`src/sfcfe_pkg.sv`:
```
`default_nettype none
package sfcfe_pkg;

	// Opcodes handled by the front end.
	localparam logic [7:0] OP_DEEP_SLEEP_ENTRY = 8'hB9;
	localparam logic [7:0] OP_WAKE_AND_IDENTIFY = 8'hAB;
	localparam logic [7:0] OP_STD_IDENT = 8'h9F;
	localparam logic [7:0] OP_PARAM_READ = 8'h5A;
	localparam logic [7:0] OP_PROG_ADDR4 = 8'h12;
	localparam logic [7:0] OP_QPROG_ADDR4 = 8'h34;
	localparam logic [7:0] OP_MAKER_PART = 8'h90;
	localparam logic [7:0] OP_MAKER_PART_X2 = 8'h92;
	localparam logic [7:0] OP_WRAP_SET = 8'h77;
	localparam logic [7:0] OP_STATUS1_READ = 8'h05;
	localparam logic [7:0] OP_STATUS2_READ = 8'h35;
	localparam logic [7:0] OP_STATUS3_READ = 8'h15;
	localparam logic [7:0] OP_SUSPEND = 8'h75;

	// Byte index (opcode is index 0) at which the answer phase starts; 0 means no answer.
	localparam logic [3:0] RESP_NONE = 4'h0;
	localparam logic [3:0] RESP_AT_STATUS = 4'h1;
	localparam logic [3:0] RESP_AT_STD_IDENT = 4'h1;
	localparam logic [3:0] RESP_AT_PARAM = 4'h5;
	localparam logic [3:0] RESP_AT_MAKER_PART = 4'h4;
	localparam logic [3:0] RESP_AT_WAKE = 4'h4;
	localparam logic [3:0] RESP_AT_MAKER_PART_X2 = 4'h5;

	// Byte positions inside the instruction formats.
	localparam logic [3:0] ADDR_LAST_PARAM = 4'h3;
	localparam logic [3:0] ADDR_LAST_PROG = 4'h4;
	localparam logic [3:0] DATA_FIRST_PROG = 4'h5;
	localparam logic [3:0] WRAP_BYTE_IDX = 4'h4;
	localparam logic [3:0] BYTE_IDX_MAX = 4'hF;

	// Lane counts and bit counts per byte.
	localparam logic [3:0] LANES_1 = 4'h1;
	localparam logic [3:0] LANES_2 = 4'h2;
	localparam logic [3:0] LANES_4 = 4'h4;
	localparam logic [3:0] BITS_PER_BYTE = 4'h8;

	// Output enable patterns per lane count.
	localparam logic [3:0] OE_SINGLE = 4'h2;
	localparam logic [3:0] OE_DUAL = 4'h3;
	localparam logic [3:0] OE_QUAD = 4'hF;

	typedef enum logic [1:0] {PWR_STANDBY, PWR_ACTIVE, PWR_DEEP} sfcfe_power_e;
	typedef enum logic [1:0] {PH_IDLE, PH_CMD, PH_IGNORE} sfcfe_phase_e;

	typedef struct packed {
		logic cs_n;
		logic sclk;
		logic [3:0] io;
	} sfcfe_pins_s;

	localparam sfcfe_pins_s PINS_IDLE = '{cs_n: 1'b1, sclk: 1'b0, io: 4'h0};

	typedef struct packed {
		logic sel;
		logic sclk_q;
		sfcfe_phase_e phase;
		logic [7:0] opcode;
		logic [7:0] rx_sh;
		logic [3:0] rx_cnt;
		logic [3:0] byte_idx;
		logic [31:0] addr;
		logic [7:0] wrap_hold;
		logic resp;
		logic [7:0] tx_sh;
		logic [3:0] tx_cnt;
		logic [1:0] tx_idx;
		logic deep;
		logic [7:0] wrap_reg;
		logic [3:0] io_out;
		logic [3:0] io_oe;
		logic commit;
		logic discard;
		logic [7:0] cmd_opcode;
		logic [31:0] cmd_addr;
		logic wr_valid;
		logic [7:0] wr_byte;
		sfcfe_power_e power;
	} sfcfe_state_s;

	localparam sfcfe_state_s STATE_RESET = sfcfe_state_s'('0);

endpackage : sfcfe_pkg
`default_nettype wire

```
`src/sfcfe_sync.sv`:
```
`timescale 1ns/1ps
`default_nettype none
module sfcfe_sync #(
	parameter int WIDTH = 6,
	parameter logic [WIDTH-1:0] RESET_VAL = '0
) (
	input wire logic clock,
	input wire logic rst_n,
	input wire logic [WIDTH-1:0] async_in,
	output logic [WIDTH-1:0] sync_out
);

	logic [WIDTH-1:0] ff1_reg;
	logic [WIDTH-1:0] ff2_reg;
	logic [WIDTH-1:0] ff3_reg;

	// A bit changes only once the second and third stages agree.
	always_ff @(posedge clock or negedge rst_n) begin
		if (!rst_n) begin
			ff1_reg <= RESET_VAL;
			ff2_reg <= RESET_VAL;
			ff3_reg <= RESET_VAL;
			sync_out <= RESET_VAL;
		end else begin
			ff1_reg <= async_in;
			ff2_reg <= ff1_reg;
			ff3_reg <= ff2_reg;
			for (int i = 0; i < WIDTH; i++) begin
				if (ff2_reg[i] == ff3_reg[i]) begin
					sync_out[i] <= ff3_reg[i];
				end
			end
		end
	end

endmodule : sfcfe_sync
`default_nettype wire

```
`src/sfcfe_front_end.sv`:
```
`timescale 1ns/1ps
`default_nettype none
module sfcfe_front_end
	import sfcfe_pkg::*;
#(
	parameter logic [7:0] MAKER_CODE = 8'hC3,
	parameter logic [7:0] MEMORY_TYPE = 8'h41,
	parameter logic [7:0] CAPACITY_CODE = 8'h19,
	parameter logic [7:0] PART_CODE = 8'h27
) (
	input wire logic clock,
	input wire logic resetn,
	input wire logic spi_cs_n,
	input wire logic spi_sclk,
	input wire logic [3:0] spi_io_in,
	output logic [3:0] spi_io_out,
	output logic [3:0] spi_io_oe,
	input wire logic four_lane_command_mode,
	input wire logic busy_in,
	input wire logic [7:0] status1_byte,
	input wire logic [7:0] status2_byte,
	input wire logic [7:0] status3_byte,
	input wire logic [7:0] param_data,
	output logic [23:0] param_addr,
	output logic cmd_commit,
	output logic cmd_discard,
	output logic [7:0] cmd_opcode,
	output logic [31:0] cmd_addr,
	output logic wr_valid,
	output logic [7:0] wr_byte,
	output logic [7:0] wrap_setting,
	output logic deep_sleep,
	output sfcfe_power_e power_state
);
	// The identification parameter values are arbitrary.

	logic [1:0] rst_pipe_reg;
	logic rst_n;
	sfcfe_pins_s pins_raw;
	sfcfe_pins_s pins;
	sfcfe_state_s s_reg;
	sfcfe_state_s s_next;

	// Reset leaves through two flip-flops so every register quits it on one edge.
	always_ff @(posedge clock or negedge resetn) begin
		if (!resetn) begin
			rst_pipe_reg <= 2'h0;
		end else begin
			rst_pipe_reg <= {rst_pipe_reg[0], 1'b1};
		end
	end
	assign rst_n = rst_pipe_reg[1];

	assign pins_raw = '{cs_n: spi_cs_n, sclk: spi_sclk, io: spi_io_in};

	// One synchroniser for all pins keeps chip select, clock and data in step.
	sfcfe_sync #(
		.WIDTH($bits(sfcfe_pins_s)),
		.RESET_VAL(PINS_IDLE)
	) u_pin_sync (
		.clock(clock),
		.rst_n(rst_n),
		.async_in(pins_raw),
		.sync_out(pins)
	);

	// Byte index at which an opcode's answer begins; zero for write-type opcodes.
	function automatic logic [3:0] resp_start(input logic [7:0] op);
		case (op)
			OP_STATUS1_READ, OP_STATUS2_READ, OP_STATUS3_READ: resp_start = RESP_AT_STATUS;
			OP_STD_IDENT: resp_start = RESP_AT_STD_IDENT;
			OP_PARAM_READ: resp_start = RESP_AT_PARAM;
			OP_MAKER_PART: resp_start = RESP_AT_MAKER_PART;
			OP_WAKE_AND_IDENTIFY: resp_start = RESP_AT_WAKE;
			OP_MAKER_PART_X2: resp_start = RESP_AT_MAKER_PART_X2;
			default: resp_start = RESP_NONE;
		endcase
	endfunction

	// Opcodes that an internal cycle does not lock out.
	function automatic logic busy_allowed(input logic [7:0] op);
		case (op)
			OP_STATUS1_READ, OP_STATUS2_READ, OP_STATUS3_READ, OP_SUSPEND: busy_allowed = 1'b1;
			default: busy_allowed = 1'b0;
		endcase
	endfunction

	// Input lanes for the byte at index idx of opcode op.
	function automatic logic [3:0] rx_lanes(input logic quad, input logic [7:0] op,
			input logic [3:0] idx);
		if (quad) begin
			rx_lanes = LANES_4;
		end else if (idx == 4'h0) begin
			rx_lanes = LANES_1;
		end else if (op == OP_MAKER_PART_X2) begin
			rx_lanes = LANES_2;
		end else if (op == OP_QPROG_ADDR4 && idx >= DATA_FIRST_PROG) begin
			rx_lanes = LANES_4;
		end else begin
			rx_lanes = LANES_1;
		end
	endfunction

	// Last address byte index of an opcode; zero when it carries no address.
	function automatic logic [3:0] addr_last(input logic [7:0] op);
		case (op)
			OP_PARAM_READ: addr_last = ADDR_LAST_PARAM;
			OP_PROG_ADDR4, OP_QPROG_ADDR4: addr_last = ADDR_LAST_PROG;
			default: addr_last = 4'h0;
		endcase
	endfunction

	// Answer byte number idx of opcode op.
	function automatic logic [7:0] tx_source(input logic [7:0] op, input logic [1:0] idx,
			input logic [7:0] st1, input logic [7:0] st2, input logic [7:0] st3,
			input logic [7:0] pdata);
		case (op)
			OP_STATUS1_READ: tx_source = st1;
			OP_STATUS2_READ: tx_source = st2;
			OP_STATUS3_READ: tx_source = st3;
			OP_STD_IDENT: begin
				case (idx)
					2'h0: tx_source = MAKER_CODE;
					2'h1: tx_source = MEMORY_TYPE;
					2'h2: tx_source = CAPACITY_CODE;
					default: tx_source = 8'h00;
				endcase
			end
			OP_PARAM_READ: tx_source = pdata;
			OP_MAKER_PART, OP_MAKER_PART_X2: tx_source = idx[0] ? PART_CODE : MAKER_CODE;
			OP_WAKE_AND_IDENTIFY: tx_source = PART_CODE;
			default: tx_source = 8'h00;
		endcase
	endfunction

	// Pulse outputs drop after one cycle unless they are set again below.
	always_comb begin
		logic rise;
		logic fall;
		logic [3:0] lanes;
		logic [3:0] cnt_sum;
		logic [7:0] rx_byte;
		logic [7:0] op_now;
		logic [7:0] cur;
		logic [3:0] out_lanes;
		rise = 1'b0;
		fall = 1'b0;
		lanes = LANES_1;
		cnt_sum = 4'h0;
		rx_byte = 8'h00;
		op_now = 8'h00;
		cur = 8'h00;
		out_lanes = LANES_1;
		s_next = s_reg;
		s_next.commit = 1'b0;
		s_next.discard = 1'b0;
		s_next.wr_valid = 1'b0;
		s_next.sclk_q = pins.sclk;
		rise = pins.sclk & ~s_reg.sclk_q;
		fall = ~pins.sclk & s_reg.sclk_q;
		if (pins.cs_n) begin
			// Reads end silently at any bit after their opcode byte; only write-type instructions commit or discard.
			if (s_reg.sel && s_reg.phase == PH_CMD
					&& resp_start(s_reg.opcode) == RESP_NONE) begin
				if (s_reg.rx_cnt == 4'h0 && s_reg.byte_idx != 4'h0) begin
					s_next.commit = 1'b1;
					s_next.cmd_opcode = s_reg.opcode;
					s_next.cmd_addr = s_reg.addr;
					if (s_reg.opcode == OP_DEEP_SLEEP_ENTRY) begin
						s_next.deep = 1'b1;
					end
					// The wrap setting only takes effect once its byte is complete.
					if (s_reg.opcode == OP_WRAP_SET && s_reg.byte_idx > WRAP_BYTE_IDX) begin
						s_next.wrap_reg = s_reg.wrap_hold;
					end
				end else begin
					s_next.discard = 1'b1;
				end
			end
			s_next.sel = 1'b0;
			s_next.phase = PH_IDLE;
			s_next.resp = 1'b0;
			s_next.io_oe = 4'h0;
			s_next.io_out = 4'h0;
		// A new selection clears what is left of the previous instruction.
		end else if (!s_reg.sel) begin
			s_next.sel = 1'b1;
			s_next.phase = PH_CMD;
			s_next.opcode = 8'h00;
			s_next.rx_cnt = 4'h0;
			s_next.byte_idx = 4'h0;
			s_next.addr = 32'h0;
			s_next.resp = 1'b0;
			s_next.tx_cnt = 4'h0;
			s_next.tx_idx = 2'h0;
		end else begin
			// Bits are decoded only until the answer phase starts.
			if (rise && s_reg.phase == PH_CMD && !s_reg.resp) begin
				lanes = rx_lanes(four_lane_command_mode, s_reg.opcode, s_reg.byte_idx);
				case (lanes)
					LANES_4: rx_byte = {s_reg.rx_sh[3:0], pins.io};
					LANES_2: rx_byte = {s_reg.rx_sh[5:0], pins.io[1:0]};
					default: rx_byte = {s_reg.rx_sh[6:0], pins.io[0]};
				endcase
				s_next.rx_sh = rx_byte;
				cnt_sum = s_reg.rx_cnt + lanes;
				if (cnt_sum == BITS_PER_BYTE) begin
					s_next.rx_cnt = 4'h0;
					op_now = (s_reg.byte_idx == 4'h0) ? rx_byte : s_reg.opcode;
					if (s_reg.byte_idx != BYTE_IDX_MAX) begin
						s_next.byte_idx = s_reg.byte_idx + 4'h1;
					end
					if (s_reg.byte_idx == 4'h0) begin
						s_next.opcode = rx_byte;
						// The lockout checks are made once, when the opcode byte is complete.
						if (s_reg.deep && rx_byte != OP_WAKE_AND_IDENTIFY) begin
							s_next.phase = PH_IGNORE;
						end else if (busy_in && !busy_allowed(rx_byte)) begin
							s_next.phase = PH_IGNORE;
						end else if (rx_byte == OP_WAKE_AND_IDENTIFY) begin
							s_next.deep = 1'b0;
						end
					// Address bytes arrive highest first and shift in from the bottom.
					end else if (s_reg.byte_idx <= addr_last(op_now)) begin
						s_next.addr = {s_reg.addr[23:0], rx_byte};
					end else if ((op_now == OP_PROG_ADDR4 || op_now == OP_QPROG_ADDR4)
							&& s_reg.byte_idx >= DATA_FIRST_PROG) begin
						s_next.wr_valid = 1'b1;
						s_next.wr_byte = rx_byte;
					end else if (op_now == OP_WRAP_SET && s_reg.byte_idx == WRAP_BYTE_IDX) begin
						s_next.wrap_hold = rx_byte;
					end
					if (s_next.phase == PH_CMD && resp_start(op_now) != RESP_NONE
							&& s_reg.byte_idx + 4'h1 == resp_start(op_now)) begin
						s_next.resp = 1'b1;
					end
				end else begin
					s_next.rx_cnt = cnt_sum;
				end
			end
			// Every falling edge in the answer phase moves the next bits out.
			if (fall && s_reg.resp) begin
				if (four_lane_command_mode) begin
					out_lanes = LANES_4;
				end else if (s_reg.opcode == OP_MAKER_PART_X2) begin
					out_lanes = LANES_2;
				end else begin
					out_lanes = LANES_1;
				end
				// A new answer byte is fetched once the previous one is fully sent.
				if (s_reg.tx_cnt == 4'h0) begin
					cur = tx_source(s_reg.opcode, s_reg.tx_idx, status1_byte, status2_byte,
						status3_byte, param_data);
					s_next.tx_idx = s_reg.tx_idx + 2'h1;
					if (s_reg.opcode == OP_PARAM_READ) begin
						s_next.addr = s_reg.addr + 32'h1;
					end
				end else begin
					cur = s_reg.tx_sh;
				end
				// Single answers use line 1, dual lines 1 and 0, quad all four.
				case (out_lanes)
					LANES_4: begin
						s_next.io_out = cur[7:4];
						s_next.io_oe = OE_QUAD;
						s_next.tx_sh = {cur[3:0], 4'h0};
						s_next.tx_cnt = (s_reg.tx_cnt == 4'h0) ? 4'h1 : s_reg.tx_cnt - 4'h1;
					end
					LANES_2: begin
						s_next.io_out = {2'h0, cur[7:6]};
						s_next.io_oe = OE_DUAL;
						s_next.tx_sh = {cur[5:0], 2'h0};
						s_next.tx_cnt = (s_reg.tx_cnt == 4'h0) ? 4'h3 : s_reg.tx_cnt - 4'h1;
					end
					default: begin
						s_next.io_out = {2'h0, cur[7], 1'b0};
						s_next.io_oe = OE_SINGLE;
						s_next.tx_sh = {cur[6:0], 1'b0};
						s_next.tx_cnt = (s_reg.tx_cnt == 4'h0) ? 4'h7 : s_reg.tx_cnt - 4'h1;
					end
				endcase
			end
		end
		// Power follows deep sleep first, then selection and the internal cycle.
		if (s_next.deep) begin
			s_next.power = PWR_DEEP;
		end else if (!pins.cs_n || busy_in) begin
			s_next.power = PWR_ACTIVE;
		end else begin
			s_next.power = PWR_STANDBY;
		end
	end

	// All state except the reset pipe and the pin synchroniser lives in one struct that is registered here.
	always_ff @(posedge clock or negedge rst_n) begin
		if (!rst_n) begin
			s_reg <= STATE_RESET;
		end else begin
			s_reg <= s_next;
		end
	end

	// Every output comes straight from a state register.
	assign spi_io_out = s_reg.io_out;
	assign spi_io_oe = s_reg.io_oe;
	assign param_addr = s_reg.addr[23:0];
	assign cmd_commit = s_reg.commit;
	assign cmd_discard = s_reg.discard;
	assign cmd_opcode = s_reg.cmd_opcode;
	assign cmd_addr = s_reg.cmd_addr;
	assign wr_valid = s_reg.wr_valid;
	assign wr_byte = s_reg.wr_byte;
	assign wrap_setting = s_reg.wrap_reg;
	assign deep_sleep = s_reg.deep;
	assign power_state = s_reg.power;

endmodule : sfcfe_front_end
`default_nettype wire

```
`config.mk`:
```
export PLATFORM = sky130hd
export DESIGN_NAME = sfcfe_front_end
export DESIGN_NICKNAME = d
export VERILOG_FILES = /design/src/sfcfe_pkg.sv /design/src/sfcfe_sync.sv /design/src/sfcfe_front_end.sv
export SDC_FILE = /design/constraint.sdc
export NUM_CORES = 1
export LEC_CHECK = 0
export ABC_AREA = 0
export BUFFER_PORTS_ARGS = -buffer_cell sky130_fd_sc_hd__buf_2
export CORE_MARGIN = 2
export CORE_UTILIZATION = 58
export DETAILED_ROUTE_END_ITERATION = 6
export PLACE_DENSITY_LB_ADDON = 0.08
export SLEW_MARGIN = 15
export SYNTH_ARGS = -nofsm -noshare
export SYNTH_HDL_FRONTEND = slang
export SYNTH_SLANG_ARGS = --single-unit
```
`constraint.sdc`:
```
create_clock -name clock -period 7.7 [get_ports clock]
set_clock_uncertainty 0.2 [all_clocks]
set_input_delay 0.385 -clock clock [delete_from_list [all_inputs] [get_ports clock]]
set_output_delay 0.385 -clock clock [all_outputs]
set_load 0.05 [all_outputs]
```
==> impl_metrics.json, run 1 <==
{
  "path_max_fanout": 20,
  "clk_pin_slew_worst_paths_ps": 70,
  "cts_buffers": 17,
  "status": "complete, no violations",
  "setup_viol": 0,
  "grtUsageMet3": 0.05556,
  "grt_remaining_overflow": 0,
  "grt_pass1_wl_um": 38380,
  "worst_pin_slew_ps": 1156,
  "antenna_found_initial": 0,
  "dp_hpwl_um": 16300,
  "cts_sinks": 175,
  "drtIter0Drc": 755,
  "yosys_warnings": 0,
  "hp-class": "in -> async",
  "root_buffer": "clkbuf_16",
  "avgViaCountPerCell": 5.985,
  "clkLatencyLatePin_ps": 440,
  "cpMaxStageDelayCell": "and3_1",
  "p_comb_frac": 0.143,
  "yosysUniqueCellTypes": 78,
  "io_buffers": 135,
  "p_leak_nw": 5.089,
  "power.internal_mw": 1.528,
  "fillers": 1397,
  "crit_arrival_ps": 5610,
  "crit_chain": "inv_1 -> ha_1 -> or3b_4 -> o21ai_0 -> and2_1 -> nand2_1 -> or2_2 -> or2_2 -> ha_1 -> nor2b_1 -> o21ai_0 -> a32oi_1 -> nor2_1 -> and3_1 -> buf_4 -> a221oi_1 -> o22a_1",
  "avgRoutedWirePerCell_um": 19.06,
  "critical_path_buf_inv_count": 2,
  "cap_violations": 0,
  "worst-r2r-setup-slack_ps": 2220,
  "most-common-layout-cells": "dfrtp_1, buf_2, o21ai_0, nand2_1, nor2_1",
  "largest_reg_flops": 57,
  "n_antenna_cell": 0,
  "synth_edf_count": 0,
  "dieArea_sq_mm": 0.01814,
  "post-cts-setup-buffers": 0,
  "async_reset_ff_frac": 1.000,
  "cts_buffer_depth": 2,
  "drive_above_1_share": 0.2675,
  "seq_power_share": 0.459,
  "ant_nets": 0,
  "postCtsHoldBufs": 7,
  "met1_usage": 0.3857,
  "min_period_ps": 5479,
  "drt_first_pass_iters": 5,
  "die_y_um": 134.7,
  "met2_usage": 0.4140,
  "ir_drop_mv": 0.1582,
  "grt_pass1_vias": 7162,
  "sw_frac_of_total": 0.3100,
  "critPathTopFamily": "simple AND/OR/NAND/NOR gates",
  "synth_nets": 1060,
  "fmax_mhz": 182.5,
  "synthCells": 1001,
  "final_nets": 1089,
  "synth-seq-cells": 175,
  "final_common_cell": "dfrtp_1",
  "fin_crit_sh": 0.7115,
  "grt_max_degree": 66,
  "io_pins": 136,
  "busiest_layer": "met2",
  "core_sq_mm": 0.01664,
  "multi_input_area_sq_mm": 0.004476,
  "area.growth.synth_to_final_pct": 7.934,
  "syn_avg_cell_area_sq_um": 9.893,
  "crit-reg2reg-capture": "param_addr[15]",
  "worst_hold_slack_ps": 61.29,
  "finalSetupTns_ps": 0,
  "r2r-start": "s_reg[125]",
  "rr_worst_depth": 17,
  "seq_area_sq_mm": 0.004388,
  "track_usage": 0.2695,
  "die_width_um": 134.7,
  "synth_area_sq_mm": 0.009903,
  "rows": 47,
  "synth_ff_type": "dfrtp_1",
  "slowest_delay_ps": 720,
  "pwr-share-clk": 0.398,
  "critPathKind": "reg -> reg",
  "crit_path_end_kind": "flop",
  "switchingPower_mw": 0.6867,
  "vias": 7559,
  "slew_headroom": 0.2238,
  "finalHoldViolCount": 0,
  "dpl_cell_area_sq_mm": 0.01002,
  "start_kind": "flop",
  "final_area_sq_mm": 0.01069,
  "ctsHtreeMaxLevel": 4,
  "ys_seq_area_frac": 0.4427,
  "place_congestion": 0.8826,
  "initial_core_util": 0.5951,
  "cts.repair.resized": 0,
  "crit_required_ps": 7840,
  "slew_viol_final": 0,
  "cts_tree": "built",
  "wirelength_um": 24070,
  "drc": 0,
  "power_density_mw_per_mm2": 207.2,
  "rsz0062_at_grt": "no"
}
-- kinds of logic after synthesis --
| kind of cell | count (synthesis) | share of synthesized area |
|---|---|---|
| flip-flops | 175 | 0.4427 |
| multiplexers | 94 | 0.1085 |
| AND/OR/NAND/NOR | 274 | 0.1428 |
| XOR/XNOR | 10 | 0.008845 |
| buffers and inverters | 176 | 0.1060 |
| adder cells (fa/ha/maj) | 23 | 0.02830 |
| AO/OA/AOI/OAI | 248 | 0.1625 |
| other | 1 | 0.0003787 |
-- routing by layer --
layer | vias to the layer above | routed length [um] | share of wire
met4 | 0 | 347 | 0.014
met1 | 3710 | 11000 | 0.46
met5 | - | 0 | 0
met3 | 37 | 1555 | 0.065
met2 | 282 | 11160 | 0.46
li1 | 3530 | - | -
-- worst max-delay path by stage --
stage,endpoint,start,slack [ps],cells after the start
2_1_floorplan,cmd_addr[0],rst_pipe_reg[1],2270,0
3_3_place_gp,param_addr[15],s_reg[125],2370,17
4_1_cts,wr_byte[7],s_reg[146],2300,14
6_report,param_addr[15],s_reg[125],2220,17
3_5_place_dp,s_reg[118],s_reg[125],2340,17
5_1_grt,param_addr[17],s_reg[125],1880,18
-- power groups by stage --
stage	sequential [mW]	clock (mW)	combinational [mW]
after floorplan	1.01	0	0.212
after global placement	1.03	0	0.309
after detailed placement	1.03	0	0.311
after CTS	1.01	0.895	0.315
after global routing	1.02	0.933	0.348
final	1.02	0.881	0.317
-- synth_stat cells, types with 16 or more instances --
library cell | count | area [sq um]
dfrtp_1 | 171 | 4279
buf_4 | 91 | 683.2
o21ai_0 | 86 | 430.4
nand2_1 | 81 | 304.0
nor2_1 | 67 | 251.5
a21oi_1 | 61 | 305.3
mux2_2 | 51 | 574.3
clkbuf_1 | 37 | 138.9
nand3_1 | 34 | 170.2
inv_1 | 32 | 120.1
mux2i_1 | 29 | 290.3
ha_1 | 16 | 200.2
-- cell type report --
| type | count | share of cell area |
|---|---|---|
| clock buffer | 17 | 0.03980 |
| tap | 220 | 0.02575 |
| sequential | 175 | 0.4105 |
| inverter | 32 | 0.01124 |
| multi-input combinational | 650 | 0.4187 |
| timing repair buffer | 154 | 0.07819 |
| clock inverter | 15 | 0.01580 |
-- per-stage QoR --
step                      std cells    util  power [mW]  worst slack [ps]
final                          1263  0.6423       2.215              2221
after global routing           1263  0.6423       2.304              1876
after CTS                      1263  0.6423       2.224              2300
after detailed placement       1224  0.6024       1.342              2341
after global placement         1224  0.6024       1.341              2373
after floorplan                1001       -       1.226              2270
No activity file was read; power rests on OpenSTA's default activity.
==> run 2: changes to the inputs <==
--- a/config.mk
+++ b/config.mk
@@ -8,7 +8,7 @@
 export ABC_AREA = 0
 export BUFFER_PORTS_ARGS = -buffer_cell sky130_fd_sc_hd__buf_2
 export CORE_MARGIN = 2
-export CORE_UTILIZATION = 58
+export CORE_UTILIZATION = 53
 export DETAILED_ROUTE_END_ITERATION = 6
 export PLACE_DENSITY_LB_ADDON = 0.08
 export SLEW_MARGIN = 15
==> constraint.sdc (replaced) <==
create_clock -name clock -period 4.5 [get_ports clock]
set_clock_uncertainty 0.2 [all_clocks]
set_input_delay 0.225 -clock clock [delete_from_list [all_inputs] [get_ports clock]]
set_output_delay 0.225 -clock clock [all_outputs]
set_load 0.05 [all_outputs]
==> run 2 against run 1 <==
- die area rose by 9.1%
- critical path depth did not move
- register-to-register slack worse by 2000 ps
- wire length rose by 3.3%
- setup slack got worse by 2000 ps
- hold slack improved by 15 ps
- largest power group unchanged
- sequential share of layout area decreased by 1.5 points
- clock power increased by 60%
- cell area is 3.8% higher
- global-route usage fell by 1.3 points
- final cell count rose by 4.2%
- largest cell class unchanged
==> impl_metrics.json, run 2 (synthesis results as in run 1) <==
{
  "slowest_delay_ps": 510,
  "wirelength_um": 24860,
  "drt_first_pass_iters": 6,
  "die_y_um": 140.7,
  "fmax_mhz": 231.6,
  "crit_chain": "buf_4 -> ha_1 -> nand2b_1 -> a21oi_4 -> o21ai_4 -> a221oi_2 -> nor2_1 -> or3_4 -> or2_4 -> ha_4 -> nor2b_1 -> o21ai_0 -> a32oi_1 -> nor2_1 -> or4_1 -> buf_6 -> mux2_4",
  "cts_buffer_depth": 2,
  "avgRoutedWirePerCell_um": 18.89,
  "largest_reg_flops": 57,
  "p_leak_nw": 5.330,
  "grt_remaining_overflow": 0,
  "cpMostUsedCell": "nor2_1",
  "dpl_cell_area_sq_mm": 0.01033,
  "core_sq_mm": 0.01815,
  "status": "complete, no violations",
  "most-common-layout-cells": "dfrtp_1, buf_2, o21ai_0, nand2_1, nor2_1",
  "setup_viol": 0,
  "crit_required_ps": 4610,
  "grt_max_degree": 123,
  "worst-r2r-setup-slack_ps": 180,
  "hp-class": "in -> reg",
  "vias": 7751,
  "clkLatencyLatePin_ps": 430,
  "clk_pin_slew_worst_paths_ps": 70,
  "worst_pin_slew_ps": 904.2,
  "start_kind": "flop",
  "fillers": 1572,
  "dieArea_sq_mm": 0.01980,
  "cts_sinks": 175,
  "cts_tree": "built",
  "drive_above_1_share": 0.3008,
  "min_period_ps": 4319,
  "grt_pass1_vias": 7456,
  "final_common_cell": "dfrtp_1",
  "initial_core_util": 0.5457,
  "path_max_fanout": 8,
  "finalSetupTns_ps": 0,
  "drtIter0Drc": 682,
  "die_width_um": 140.7,
  "final_nets": 1133,
  "critPathKind": "reg -> reg",
  "slew_headroom": 0.3927,
  "avgViaCountPerCell": 5.890,
  "io_pins": 136,
  "root_buffer": "clkbuf_16",
  "fin_crit_sh": 0.9597,
  "dp_hpwl_um": 17270,
  "final_area_sq_mm": 0.01110,
  "antenna_found_initial": 0,
  "track_usage": 0.2565,
  "drc": 0,
  "rows": 49,
  "power_density_mw_per_mm2": 338.0,
  "crit_path_end_kind": "flop",
  "place_congestion": 0.9088,
  "ctsHtreeMaxLevel": 4,
  "ant_nets": 0,
  "finalHoldViolCount": 0,
  "io_buffers": 135,
  "slew_viol_final": 0,
  "area.growth.synth_to_final_pct": 12.05,
  "grt_pass1_wl_um": 40350,
  "crit_arrival_ps": 4430,
  "cts_buffers": 17,
  "cap_violations": 0,
  "ir_drop_mv": 0.2751,
  "cpMaxStageDelayCell": "or4_1",
  "n_antenna_cell": 0
}
[run 2: changes by cell type in the layout (fill, tap and decap cells not counted), sizes merged]
cell	change
clkinv	+3
buf	+41
dlygate4sd3	+2
inv	-4
bufinv	-1
or3b	+1
clkbuf	+2
[run 2: timing repair]
action                                 4_1_cts  5_1_grt
gates resized for setup                      0       12
hold buffers                                 9        0
endpoints found under the hold margin        9        0
buffers inserted                             0        7
setup endpoints to repair                    0       53
[run 2: per-stage QoR]
stage               hold WS, ps  setup WS (ps)  power (mW)    util  std cells
detailed placement       -188.5          95.78       2.344  0.5692       1267
global route              101.5         -1.287       3.908  0.6115       1316
CTS                       60.48          79.00       3.757  0.6049       1308
floorplan                -270.6          28.56       2.099       -       1001
finish                    76.70          181.3       3.751  0.6115       1316
global placement         -188.0          122.0       2.344  0.5692       1267
[run 2: path summary, 6_finish.rpt]
path,to,cells past startpoint,startpoint
setup reg to reg,wr_byte[1],17,s_reg[125]
min in group asynchronous,u_pin_sync.ff1_reg[0],0,rst_pipe_reg[1]
hold / removal,s_reg[77],5,param_data[0]
setup / recovery,wr_byte[1],17,s_reg[125]
max in group asynchronous,s_reg[129],1,rst_pipe_reg[1]
hold reg to reg,u_pin_sync.ff2_reg[2],0,u_pin_sync.ff1_reg[2]
[run 2: layout make-up]
| class | count | area [sq um] | area share |
|---|---|---|---|
| multi-input combinational | 651 | 4552 | 0.4102 |
| sequential | 175 | 4388 | 0.3954 |
| timing repair buffer | 197 | 1192 | 0.1075 |
| clock buffer | 19 | 452.9 | 0.04082 |
| tap | 229 | 286.5 | 0.02582 |
| inverter | 32 | 120.1 | 0.01082 |
| clock inverter | 13 | 105.1 | 0.009471 |
[run 2: worst max-delay path: cells and delay by family, from the launching register on]
| kind | cells | cell delay (ps) |
|---|---|---|
| and+or+nand+nor | 7 | 1660 |
| AOI/OAI and AO/OA | 5 | 900 |
| adders and majority gates | 2 | 440 |
| DFF | 1 | 380 |
| buffers and inverters | 2 | 330 |
| muxes | 1 | 290 |
[run 2: report_power, final]
part / leakage, nW / total, mW / switching [mW] / internal [mW]
Sequential: 2.30 / 1.73 / 0.0945 / 1.63
Combinational: 2.76 / 0.616 / 0.384 / 0.232
Clock: 0.269 / 1.41 / 0.658 / 0.747
[run 2: per-layer routing]
metal | part of all wire | vias to the layer above | global-route usage
li1 | - | 3627 | -
met1 | 0.45 | 3819 | 0.3566
met2 | 0.47 | 267 | 0.4121
met3 | 0.056 | 38 | 0.04959
met4 | 0.017 | 0 | 0.07526
met5 | 0 | - | 0
==> run 3: changes to the inputs <==
--- a/config.mk
+++ b/config.mk
@@ -7,8 +7,9 @@
 export LEC_CHECK = 0
 export ABC_AREA = 0
 export BUFFER_PORTS_ARGS = -buffer_cell sky130_fd_sc_hd__buf_2
+export CORE_ASPECT_RATIO = 0.6
 export CORE_MARGIN = 2
-export CORE_UTILIZATION = 53
+export CORE_UTILIZATION = 25
 export DETAILED_ROUTE_END_ITERATION = 6
 export PLACE_DENSITY_LB_ADDON = 0.08
 export SLEW_MARGIN = 15
==> run 3 against run 2 <==
- power up 3.7%
- register-to-register slack barely moved
- wire length increased by 31%
- sequential power barely moved
- die area up 110%
- clock-buffer cell count is 2 higher
- critical path type unchanged
- largest cell class unchanged
- highest routed layer unchanged
==> impl_metrics.json, run 3 (synthesis results as in run 1) <==
{
  "n_antenna_cell": 0,
  "dieArea_sq_mm": 0.04127,
  "pwr-share-clk": 0.382,
  "setup_ws_ps": 167.1,
  "ant_nets": 0,
  "cts_buffer_depth": 2,
  "crit_arrival_ps": 4460,
  "drt_first_pass_iters": 5,
  "status": "complete, no violations",
  "grt_max_degree": 62,
  "start_kind": "flop",
  "area.growth.synth_to_final_pct": 16.75,
  "worst-r2r-setup-slack_ps": 170,
  "cts_buffers": 17,
  "drc": 0,
  "grt_pass1_wl_um": 48930,
  "dp_slack_ps": 6.600,
  "min_period_ps": 4333,
  "track_usage": 0.1606,
  "drive_above_1_share": 0.3090,
  "dp_hpwl_um": 23600,
  "io_pins": 136,
  "initial_core_util": 0.2538,
  "fmax_mhz": 230.8,
  "avgRoutedWirePerCell_um": 20.21,
  "place_congestion": 0.8131,
  "worst_hold_slack_ps": 86.22,
  "crit_required_ps": 4630,
  "vias": 7679,
  "power_density_mw_per_mm2": 336.4,
  "fin_crit_sh": 0.9629,
  "ir_drop_mv": 0.2097,
  "clk_pin_slew_worst_paths_ps": 70,
  "cp-startpoint": "s_reg[125]",
  "die_y_um": 158.2,
  "switchingPower_mw": 1.202,
  "grt_remaining_overflow": 0,
  "critPathKind": "reg -> reg",
  "finalHoldViolCount": 0,
  "core_sq_mm": 0.03903,
  "drtIter0Drc": 602,
  "path_max_fanout": 9,
  "grt_pass1_vias": 7327,
  "worst_pin_slew_ps": 940.9,
  "largest_reg_flops": 57,
  "root_buffer": "clkbuf_16",
  "setup_viol": 0,
  "cts_tree": "built",
  "ctsHtreeMaxLevel": 4,
  "io_buffers": 135,
  "die_width_um": 260.9,
  "avgViaCountPerCell": 4.752,
  "hp-class": "in -> reg",
  "power.internal_mw": 2.687,
  "seq_power_share": 0.444,
  "worstSetupEndpoint": "wr_byte[1]",
  "r2r-start": "s_reg[125]",
  "crit-reg2reg-capture": "wr_byte[1]",
  "p_comb_frac": 0.174,
  "rows": 56,
  "crit_path_end_kind": "flop",
  "p_leak_nw": 5.379,
  "antenna_found_initial": 0,
  "slew_headroom": 0.3680,
  "cts_sinks": 175,
  "sw_frac_of_total": 0.3091,
  "clkLatencyLatePin_ps": 450,
  "cap_violations": 0,
  "rr_worst_depth": 18,
  "final_nets": 1140,
  "slew_viol_final": 0,
  "most-common-layout-cells": "dfrtp_1, buf_2, o21ai_0, nand2_1, nor2_1",
  "wirelength_um": 32660,
  "final_common_cell": "dfrtp_1"
}
-- run 3: worst min path at each step --
stage                  startpoint               to  slack (ps)  cells after the start
detailed placement         resetn  rst_pipe_reg[0]        -190                      1
global placement           resetn  rst_pipe_reg[0]        -180                      1
finish              param_data[0]        s_reg[77]          90                      5
floorplan                  resetn  rst_pipe_reg[0]        -270                      0
CTS                 param_data[0]        s_reg[77]          80                      5
global route        param_data[0]        s_reg[77]         120                      5
-- run 3: through the flow --
step           TNS [ps]  utilization  std cells  cell area (sq um)  power, mW
3_3_place_gp          0       0.2772       1573              10820      2.425
2_1_floorplan         0            -       1001               9917      2.099
4_1_cts               0       0.2942       1614              11480      3.949
6_report              0       0.2963       1616              11560      3.889
5_1_grt          -6.218       0.2963       1616              11560      4.104
3_5_place_dp          0       0.2772       1573              10820      2.416
-- run 3: critical path: stages, from the launching register on --
cell	delay, ps
dfrtp_1	410
inv_2	70
buf_4	120
ha_1	140
nand2b_1	90
a21oi_4	310
or2_2	200
a311o_2	220
a21oi_1	100
or2_2	320
or2_2	320
ha_1	290
nor2b_1	120
o21ai_0	80
a32oi_1	240
nor2_2	90
or4_4	440
buf_12	170
mux2_4	290
-- run 3: per-layer routing --
layer / global-route usage / vias to the layer above / share of wire
li1: - / 3658 / -
met1: 0.2653 / 3789 / 0.56
met2: 0.2020 / 215 / 0.37
met3: 0.03666 / 17 / 0.055
met4: 0.03075 / 0 / 0.0082
met5: 0 / - / 0
-- run 3: area by class of cell --
cell class | instances | area (sq um)
fill | 4110 | 27470
multi-input combinational | 651 | 4556
sequential | 175 | 4388
timing repair buffer | 204 | 1279
tap | 522 | 653.1
clock buffer | 21 | 460.4
inverter | 32 | 120.1
clock inverter | 11 | 106.4
-- run 3: what timing repair did --
action	4_1_cts	5_1_grt
pin swaps	0	3
gates resized for setup	2	17
gates cloned	0	1
setup endpoints to repair	2	43
buffers inserted	0	1
endpoints found under the hold margin	9	0
hold buffers	9	0
-- run 3: power by group through the flow --
stage	sequential, mW	clock [mW]	combinational (mW)
after detailed placement	1.76	0	0.661
final	1.73	1.49	0.677
after CTS	1.72	1.55	0.670
after global routing	1.73	1.62	0.751
after floorplan	1.74	0	0.364
after global placement	1.76	0	0.669
